==> config.mk <==
export PLATFORM = sky130hd
export DESIGN_NAME = bank_close_ctrl
export DESIGN_NICKNAME = d
export VERILOG_FILES = /design/src/verilog/bank_close_ctrl.v /design/src/verilog/bank_timer.v
export VERILOG_INCLUDE_DIRS = /design/src /design/src/verilog
export SDC_FILE = /design/constraint.sdc
export NUM_CORES = 1
export LEC_CHECK = 0
export BUFFER_PORTS_ARGS = -buffer_cell sky130_fd_sc_hd__buf_2
export CELL_PAD_IN_SITES_DETAIL_PLACEMENT = 1
export CELL_PAD_IN_SITES_GLOBAL_PLACEMENT = 2
export CORE_MARGIN = 1
export CORE_UTILIZATION = 36
export DETAILED_ROUTE_END_ITERATION = 7
export GPL_TIMING_DRIVEN = 0
export PLACE_DENSITY_LB_ADDON = 0.2
export SLEW_MARGIN = 20
export SYNTH_ARGS = -nofsm -noshare
export SYNTH_HDL_FRONTEND = slang
export SYNTH_SLANG_ARGS = --single-unit
==> constraint.sdc <==
create_clock -name clk_sys_in -period 5 [get_ports clk_sys_in]
set_clock_uncertainty 0.15 [all_clocks]
set_input_delay 0.5 -clock clk_sys_in [delete_from_list [all_inputs] [get_ports clk_sys_in]]
set_output_delay 0.5 -clock clk_sys_in [all_outputs]
set_load 0.03 [all_outputs]
==> src/verilog/bank_close_defines.vh <==
// constants for the bank-closing timing block
// assumes a 40 MHz system clock
`ifndef BANK_CLOSE_DEFINES_VH
`define BANK_CLOSE_DEFINES_VH
`define CLK_PERIOD_PS 25000
`define T_RTP_PS 7500
`define T_WR_PS 15000
`define T_RPPB_PS 18000
`define T_RPAB_PS 21000
`define RTP_CYC ((`T_RTP_PS + `CLK_PERIOD_PS - 1) / `CLK_PERIOD_PS)
`define WR_CYC ((`T_WR_PS + `CLK_PERIOD_PS - 1) / `CLK_PERIOD_PS)
`define RPPB_CYC ((`T_RPPB_PS + `CLK_PERIOD_PS - 1) / `CLK_PERIOD_PS)
`define RPAB_CYC ((`T_RPAB_PS + `CLK_PERIOD_PS - 1) / `CLK_PERIOD_PS)
`define WL_DEF 1
`define BL_DEF 4
`define PREFETCH_WORDS 4
`define NUM_BANKS 8
`define CA_W 10
`define CA_AP_BIT 0
`define CA_AB_BIT 4
`define CA_BA_LSB 7
`define CNT_W 8
`endif

==> src/verilog/bank_close_ctrl.v <==
// device-side bank closing: precharge decode, auto-close timing
// assumes CA sampled at rise (ca_rise) and fall (ca_fall) by the pad logic
//
// Function
// - write data reaches the array in whole groups of four words.
// - auto-close flag taken from CA0 at falling edge of read/write.
// - read auto-close starts at max(BL/2, BL/2-2+RU(tRTP/tCK)).
// - write auto-close starts tWR cycles after the write burst ends.
// - seamless other-bank reads or writes every BL/2 are supported.
// - precharge period timed from latest precharge hitting the bank.
// - precharge is CS low with CA3..0 = 1,0,1,1 at rise.
// - all-bank flag closes every bank, else three bits select one.
`timescale 1ns/1ps
`include "bank_close_defines.vh"
module bank_close_ctrl #(
  parameter WL = `WL_DEF,
  parameter BL = `BL_DEF,
  parameter NB = `NUM_BANKS,
  parameter CNT_W = `CNT_W
) (
  // clock and reset
  input wire clk_sys_in,
  input wire arst_n_in,
  // command bus
  input wire cs_n_in,
  input wire [`CA_W-1:0] ca_rise_in,
  input wire [`CA_W-1:0] ca_fall_in,
  // write data words as latched
  input wire wdata_word_in,
  // bank status
  output wire [NB-1:0] bank_open_out,
  output wire [NB-1:0] bank_closing_out,
  output wire [NB-1:0] auto_pending_out,
  output reg [NB-1:0] close_start_out,
  output reg array_write_out,
  output reg illegal_cmd_out
);
  ////////////////////////////////////////////////////////////////////////
  // reset release
  reg rst_s1_q;
  reg rst_n_q;
  always @(posedge clk_sys_in or negedge arst_n_in) begin
    if (!arst_n_in) begin
      rst_s1_q <= 1'b0;
      rst_n_q <= 1'b0;
    end else begin
      rst_s1_q <= 1'b1;
      rst_n_q <= rst_s1_q;
    end
  end
  ////////////////////////////////////////////////////////////////////////
  // derived delays
  localparam integer HALF_BL = BL / 2;
  localparam integer RTP_C = `RTP_CYC;
  localparam integer RTP_M = (RTP_C > 2) ? RTP_C : 2;
  // cycles from command to start, minus one for the countdown register
  localparam integer RD_AP_N = HALF_BL - 2 + RTP_M - 1;
  localparam integer WR_AP_N = WL + HALF_BL + 1 + `WR_CYC - 1;
  localparam integer RP_PB_N = `RPPB_CYC;
  localparam integer RP_AB_N = `RPAB_CYC;
  localparam [CNT_W-1:0] RD_AP_DLY = RD_AP_N[CNT_W-1:0];
  localparam [CNT_W-1:0] WR_AP_DLY = WR_AP_N[CNT_W-1:0];
  localparam [CNT_W-1:0] RP_PB = RP_PB_N[CNT_W-1:0];
  localparam [CNT_W-1:0] RP_AB = RP_AB_N[CNT_W-1:0];
  function [NB-1:0] bank_dec;
    input [2:0] ba;
    begin
      bank_dec = {{(NB-1){1'b0}}, 1'b1} << ba;
    end
  endfunction
  ////////////////////////////////////////////////////////////////////////
  // command decode
  wire cmd_act = !cs_n_in && !ca_rise_in[0] && ca_rise_in[1];
  wire cmd_rd = !cs_n_in && ca_rise_in[0] && !ca_rise_in[1] && ca_rise_in[2];
  wire cmd_wr = !cs_n_in && ca_rise_in[0] && !ca_rise_in[1] && !ca_rise_in[2];
  wire cmd_pre = !cs_n_in && (ca_rise_in[3:0] == 4'hB);
  wire cmd_cut = !cs_n_in && (ca_rise_in[3:0] == 4'h3);
  wire [2:0] ba = ca_rise_in[`CA_BA_LSB+2:`CA_BA_LSB];
  wire auto_close_flag = ca_fall_in[`CA_AP_BIT];
  wire all_bank_flag = ca_rise_in[`CA_AB_BIT];
  wire [NB-1:0] sel = bank_dec(ba);
  wire [NB-1:0] pre_hit = all_bank_flag ? {NB{1'b1}} : sel;
  wire [CNT_W-1:0] rp_len = all_bank_flag ? RP_AB : RP_PB;
  wire [NB-1:0] start_w;
  ////////////////////////////////////////////////////////////////////////
  // per-bank timers, independent so other banks run back to back
  genvar g;
  generate
    for (g = 0; g < NB; g = g + 1) begin : g_bank
      wire hit = sel[g];
      wire arm = hit && auto_close_flag && (cmd_rd || cmd_wr) && rst_n_q;
      bank_timer #(
        .CNT_W(CNT_W)
      ) u_timer (
        .clk_sys_in(clk_sys_in),
        .rst_n_in(rst_n_q),
        .arm_in(arm),
        .arm_delay_in(cmd_rd ? RD_AP_DLY : WR_AP_DLY),
        .close_in(cmd_pre && pre_hit[g]),
        .close_len_in(cmd_pre ? rp_len : RP_PB),
        .open_out(bank_open_out[g]),
        .auto_pending_out(auto_pending_out[g]),
        .closing_out(bank_closing_out[g]),
        .close_start_out(start_w[g]),
        .activate_in(cmd_act && hit)
      );
    end
  endgenerate
  ////////////////////////////////////////////////////////////////////////
  // close-start strobe, illegal flag
  wire same_bank_busy = |(sel & auto_pending_out);
  always @(posedge clk_sys_in or negedge rst_n_q) begin
    if (!rst_n_q) begin
      close_start_out <= {NB{1'b0}};
      illegal_cmd_out <= 1'b0;
    end else begin
      close_start_out <= start_w;
      // read/write into a pending auto-close bank, or cut while any bank has one pending
      illegal_cmd_out <= ((cmd_rd || cmd_wr) && same_bank_busy)
                         || (cmd_cut && (|auto_pending_out));
    end
  end
  ////////////////////////////////////////////////////////////////////////
  // prefetch grouping of write words
  reg [1:0] word_cnt_q;
  always @(posedge clk_sys_in or negedge rst_n_q) begin
    if (!rst_n_q) begin
      word_cnt_q <= 2'h0;
      array_write_out <= 1'b0;
    end else begin
      array_write_out <= 1'b0;
      if (wdata_word_in) begin
        word_cnt_q <= word_cnt_q + 2'h1;
        if (word_cnt_q == 2'h3)
          array_write_out <= 1'b1;
      end
    end
  end
endmodule // bank_close_ctrl

==> src/verilog/bank_timer.v <==
// one bank: auto-close countdown and precharge period countdown
// assumes command pulses from the decoder on the same clock
`timescale 1ns/1ps
module bank_timer #(
  parameter CNT_W = 8
) (
  // clock and reset
  input wire clk_sys_in,
  input wire rst_n_in,
  // requests
  input wire arm_in,
  input wire [CNT_W-1:0] arm_delay_in,
  input wire close_in,
  input wire [CNT_W-1:0] close_len_in,
  // status, and the activate request
  output reg open_out,
  output wire auto_pending_out,
  output wire closing_out,
  output wire close_start_out,
  input wire activate_in
);
  reg [CNT_W-1:0] ap_cnt_q;
  reg ap_pend_q;
  reg [CNT_W-1:0] rp_cnt_q;
  wire ap_fire;
  assign ap_fire = ap_pend_q && (ap_cnt_q == {CNT_W{1'b0}});
  assign close_start_out = ap_fire || close_in;
  assign auto_pending_out = ap_pend_q;
  assign closing_out = (rp_cnt_q != {CNT_W{1'b0}});
  always @(posedge clk_sys_in or negedge rst_n_in) begin
    if (!rst_n_in) begin
      ap_cnt_q <= {CNT_W{1'b0}};
      ap_pend_q <= 1'b0;
      rp_cnt_q <= {CNT_W{1'b0}};
      open_out <= 1'b0;
    end else begin
      if (arm_in) begin
        ap_pend_q <= 1'b1;
        ap_cnt_q <= arm_delay_in;
      end else if (ap_fire) begin
        ap_pend_q <= 1'b0;
      end else if (ap_pend_q) begin
        ap_cnt_q <= ap_cnt_q - 1'b1;
      end
      // latest precharge restarts the period
      if (close_in)
        rp_cnt_q <= close_len_in;
      else if (ap_fire)
        rp_cnt_q <= close_len_in;
      else if (rp_cnt_q != {CNT_W{1'b0}})
        rp_cnt_q <= rp_cnt_q - 1'b1;
      if (close_start_out)
        open_out <= 1'b0;
      else if (activate_in)
        open_out <= 1'b1;
    end
  end
endmodule // bank_timer
==> out/metrics.cfg <==
[critical_path]
path_max_fanout = 6
rr_worst_depth = 5
r2r_end = g_bank[0].u_timer.ap_cnt_q[2]$_DFFE_PN0P_
critPathLaunchType = register
cp_data_arrival_time_ns = 2.27
r2r-start = rst_n_q$_DFF_PN0_
r2r_slack_ns = 2.42
critPathBufInv = 2
cp_data_required_time_ns = 4.35
max_stage_delay_ns = 0.64
crit_family = simple AND/OR/NAND/NOR gates
crit_type = reg -> out
path_depth = 4
worstPathCellList = nor4_1 -> nand3_1 -> buf_4 -> buf_2
worst_setup_path_end_kind = output port
slowest_stage = nor4_1

[sta]
timing.final.crit_period_ns = 2.917
rsz0062_at_grt = false
layout_setup_ws_ns = 2.083
period_share_pct = 58.34
clock.fmax_ghz = 0.3428
worst_pin_slew_ns = 1.065
hold_violations = 0
finalSetupViolCount = 0
slew_viol_final = 0
slew_headroom_pct = 28.01

[synth]
syn_inst = 856
synth_fp_nets = 913
ys_ff_latch = 158
netlist_area_um2 = 8461
seq_area_frac_synth_pct = 46.73
synth-edff-count = 0
yosysWarnings = 0
synth_cell_types = 61
syn_avg_cell_area_um2 = 9.884
ys.flop_type = dfrtp_1
async_flop_share_pct = 100.0

[final_layout]
final_core_util_pct = 42.79
fill_cells = 2649
multiInputGateArea_um2 = 4126
antenna-diode-count = 0
finalNetCount = 981
drive_gt1_share_pct = 18.14
instances_no_fill = 1250
regArea_um2 = 3958
area_delta_synth_final_pct = 15.56
final_cell_area_um2 = 9777

[die]
start_util_pct = 37.03
num_rows = 55
core_um2 = 22850
dieArea_um2 = 24120
pin_count = 58
die_h_um = 155.3
fp.dieW_um = 155.3

[clock_tree]
cts_setup_buffers = 0
cts_buffer_depth = 2
clock-sinks = 158
cts_buffers = 17
clkTransAtPathRegs_ns = 0.07
clockRootBuffer = clkbuf_16
cts_htree_levels = 4
tritoncts = yes
clk_latency_ns = 0.43
cts_resized = 0
hold_buffers = 1

[placed_design]
placedCellCount = 1217
dp_hpwl_mm = 13.84
pre_cts_ws_ns = 2.358
postPlaceCellArea_um2 = 9163
routabilityCongestion = 0.7498
port_buffers = 44

[power]
leakagePower_nw = 4.124
power_mw = 5.647
peakVddDrop_mv = 0.1992
p_per_area_nw_per_um2 = 577.6

[drt]
drt_iter0_markers = 170
dr_total_vias = 6457
drt_wl_total_mm = 19.62
drcViolationCount = 0
drt_first_pass_iters = 4
antenna_left = 0
wl_per_cell_um = 15.69
vias_per_cell = 5.166

[job]
maxCapViolations = 0

[grt]
grt_overflow = 0
grt_max_degree = 38
grt_first_pass_wirelength_mm = 33.87
track_usage_pct = 17.67
grt_pass1_vias = 6649
antenna_found_initial = 0

[status]
outcome = complete, no violations

[worst_hold_path]
hp-class = reg -> async

## flip-flops by register name (all words and copies together), names as in the netlist
| name | flops |
|---|---|
| g_bank.u_timer.auto_pending_out | 8 |
| g_bank.u_timer.open_out | 8 |
| word_cnt_q | 2 |
| close_start_out | 8 |
| rst_n_q | 1 |
| rst_s1_q | 1 |
| illegal_cmd_out | 1 |
| g_bank.u_timer.rp_cnt_q | 64 |
| g_bank.u_timer.ap_cnt_q | 64 |
| array_write_out | 1 |
## synthesized netlist by cell type (all sizes together) (8+ instances only)
| cell type | count | area (µm²) |
|---|---|---|
| a211oi | 30 | 225.2 |
| a21oi | 73 | 365.4 |
| buf | 34 | 229.0 |
| dfrtp | 158 | 3954 |
| ha | 33 | 412.9 |
| inv | 38 | 142.6 |
| mux2i | 22 | 220.2 |
| nand2 | 56 | 212.7 |
| nand2b | 28 | 175.2 |
| nand3 | 11 | 55.05 |
| nand3b | 11 | 82.58 |
| nand4 | 8 | 50.05 |
| nor2 | 99 | 371.6 |
| nor2b | 8 | 50.05 |
| nor3 | 23 | 115.1 |
| nor4 | 27 | 211.5 |
| o21ai | 23 | 145.1 |
| o31ai | 11 | 82.58 |
| or2 | 10 | 62.56 |
| or3b | 18 | 157.7 |
| or4 | 18 | 142.6 |
| xnor2 | 28 | 245.2 |
| xor2 | 13 | 113.9 |
## stage by stage
step                setup TNS, ns  hold WS (ns)
CTS                             0        0.1094
finish                          0       0.09187
floorplan                       0       0.05441
detailed placement              0        0.1038
global route                    0        0.1153
global placement           -7.841        0.1368
## placed cells by master, fill, tap and decap left out, types with 24 or more instances in the layout
cell	Yosys	layout
inv_1	38	38
a21oi_1	73	73
nand2_1	55	55
a211oi_1	30	30
dfrtp_1	158	157
buf_2	9	53
nor2_1	99	99
xnor2_1	28	28
nand2b_1	28	28
buf_4	24	24
ha_1	33	33
## power breakdown
group          internal, mW  total (mW)  switching (mW)
combinational         0.899        1.91            1.01
clock                 0.775        1.35           0.578
sequential             1.81        2.39           0.576
## cell families after synthesis
logic type                 Yosys count  share of synthesized area [%]
AOI/OAI and AO/OA                  174                          13.30
buffers and inverters               76                          4.570
other                                1                        0.04432
xor gates and xnor gates            41                          4.244
muxes                               26                          3.268
DFF                                158                          46.73
adders and majority gates           33                          4.880
and+or+nand+nor                    347                          22.97
## cell type report
type                    instances  area share (%)
plain buffers                  38           2.496
well taps                     313           4.006
repair buffers                 49           3.174
clock buffers                  19           4.633
multi-input cells             622           42.21
clock inverters                13           1.549
inverters                      38           1.459
flip-flops and latches        158           40.48
## layer usage
layer | GRT usage [%] | wire [µm] | vias to the layer above
li1 | - | - | 3196
met4 | 4.342 | 159 | 0
met2 | 28.66 | 9038 | 40
met3 | 3.343 | 326 | 10
met1 | 24.32 | 10090 | 3211
met5 | 0 | 0 | -
## worst max-delay path by stage
stage / endpoint / slack, ns / start
final: bank_closing_out[6] / 2.08 / g_bank[6].u_timer.rp_cnt_q[5]$_DFFE_PN0P_
after global routing: bank_closing_out[6] / 1.88 / g_bank[6].u_timer.rp_cnt_q[5]$_DFFE_PN0P_
after CTS: bank_closing_out[6] / 2.07 / g_bank[6].u_timer.rp_cnt_q[5]$_DFFE_PN0P_
after detailed placement: g_bank[0].u_timer.ap_cnt_q[2]$_DFFE_PN0P_ / 2.36 / rst_n_q$_DFF_PN0_
after global placement: g_bank[0].u_timer.ap_cnt_q[2]$_DFFE_PN0P_ / -0.49 / rst_n_q$_DFF_PN0_
after floorplan: g_bank[4].u_timer.ap_cnt_q[0]$_DFFE_PN0P_ / 1.31 / rst_n_q$_DFF_PN0_
Note: power is estimated with default switching activity, not from simulation.
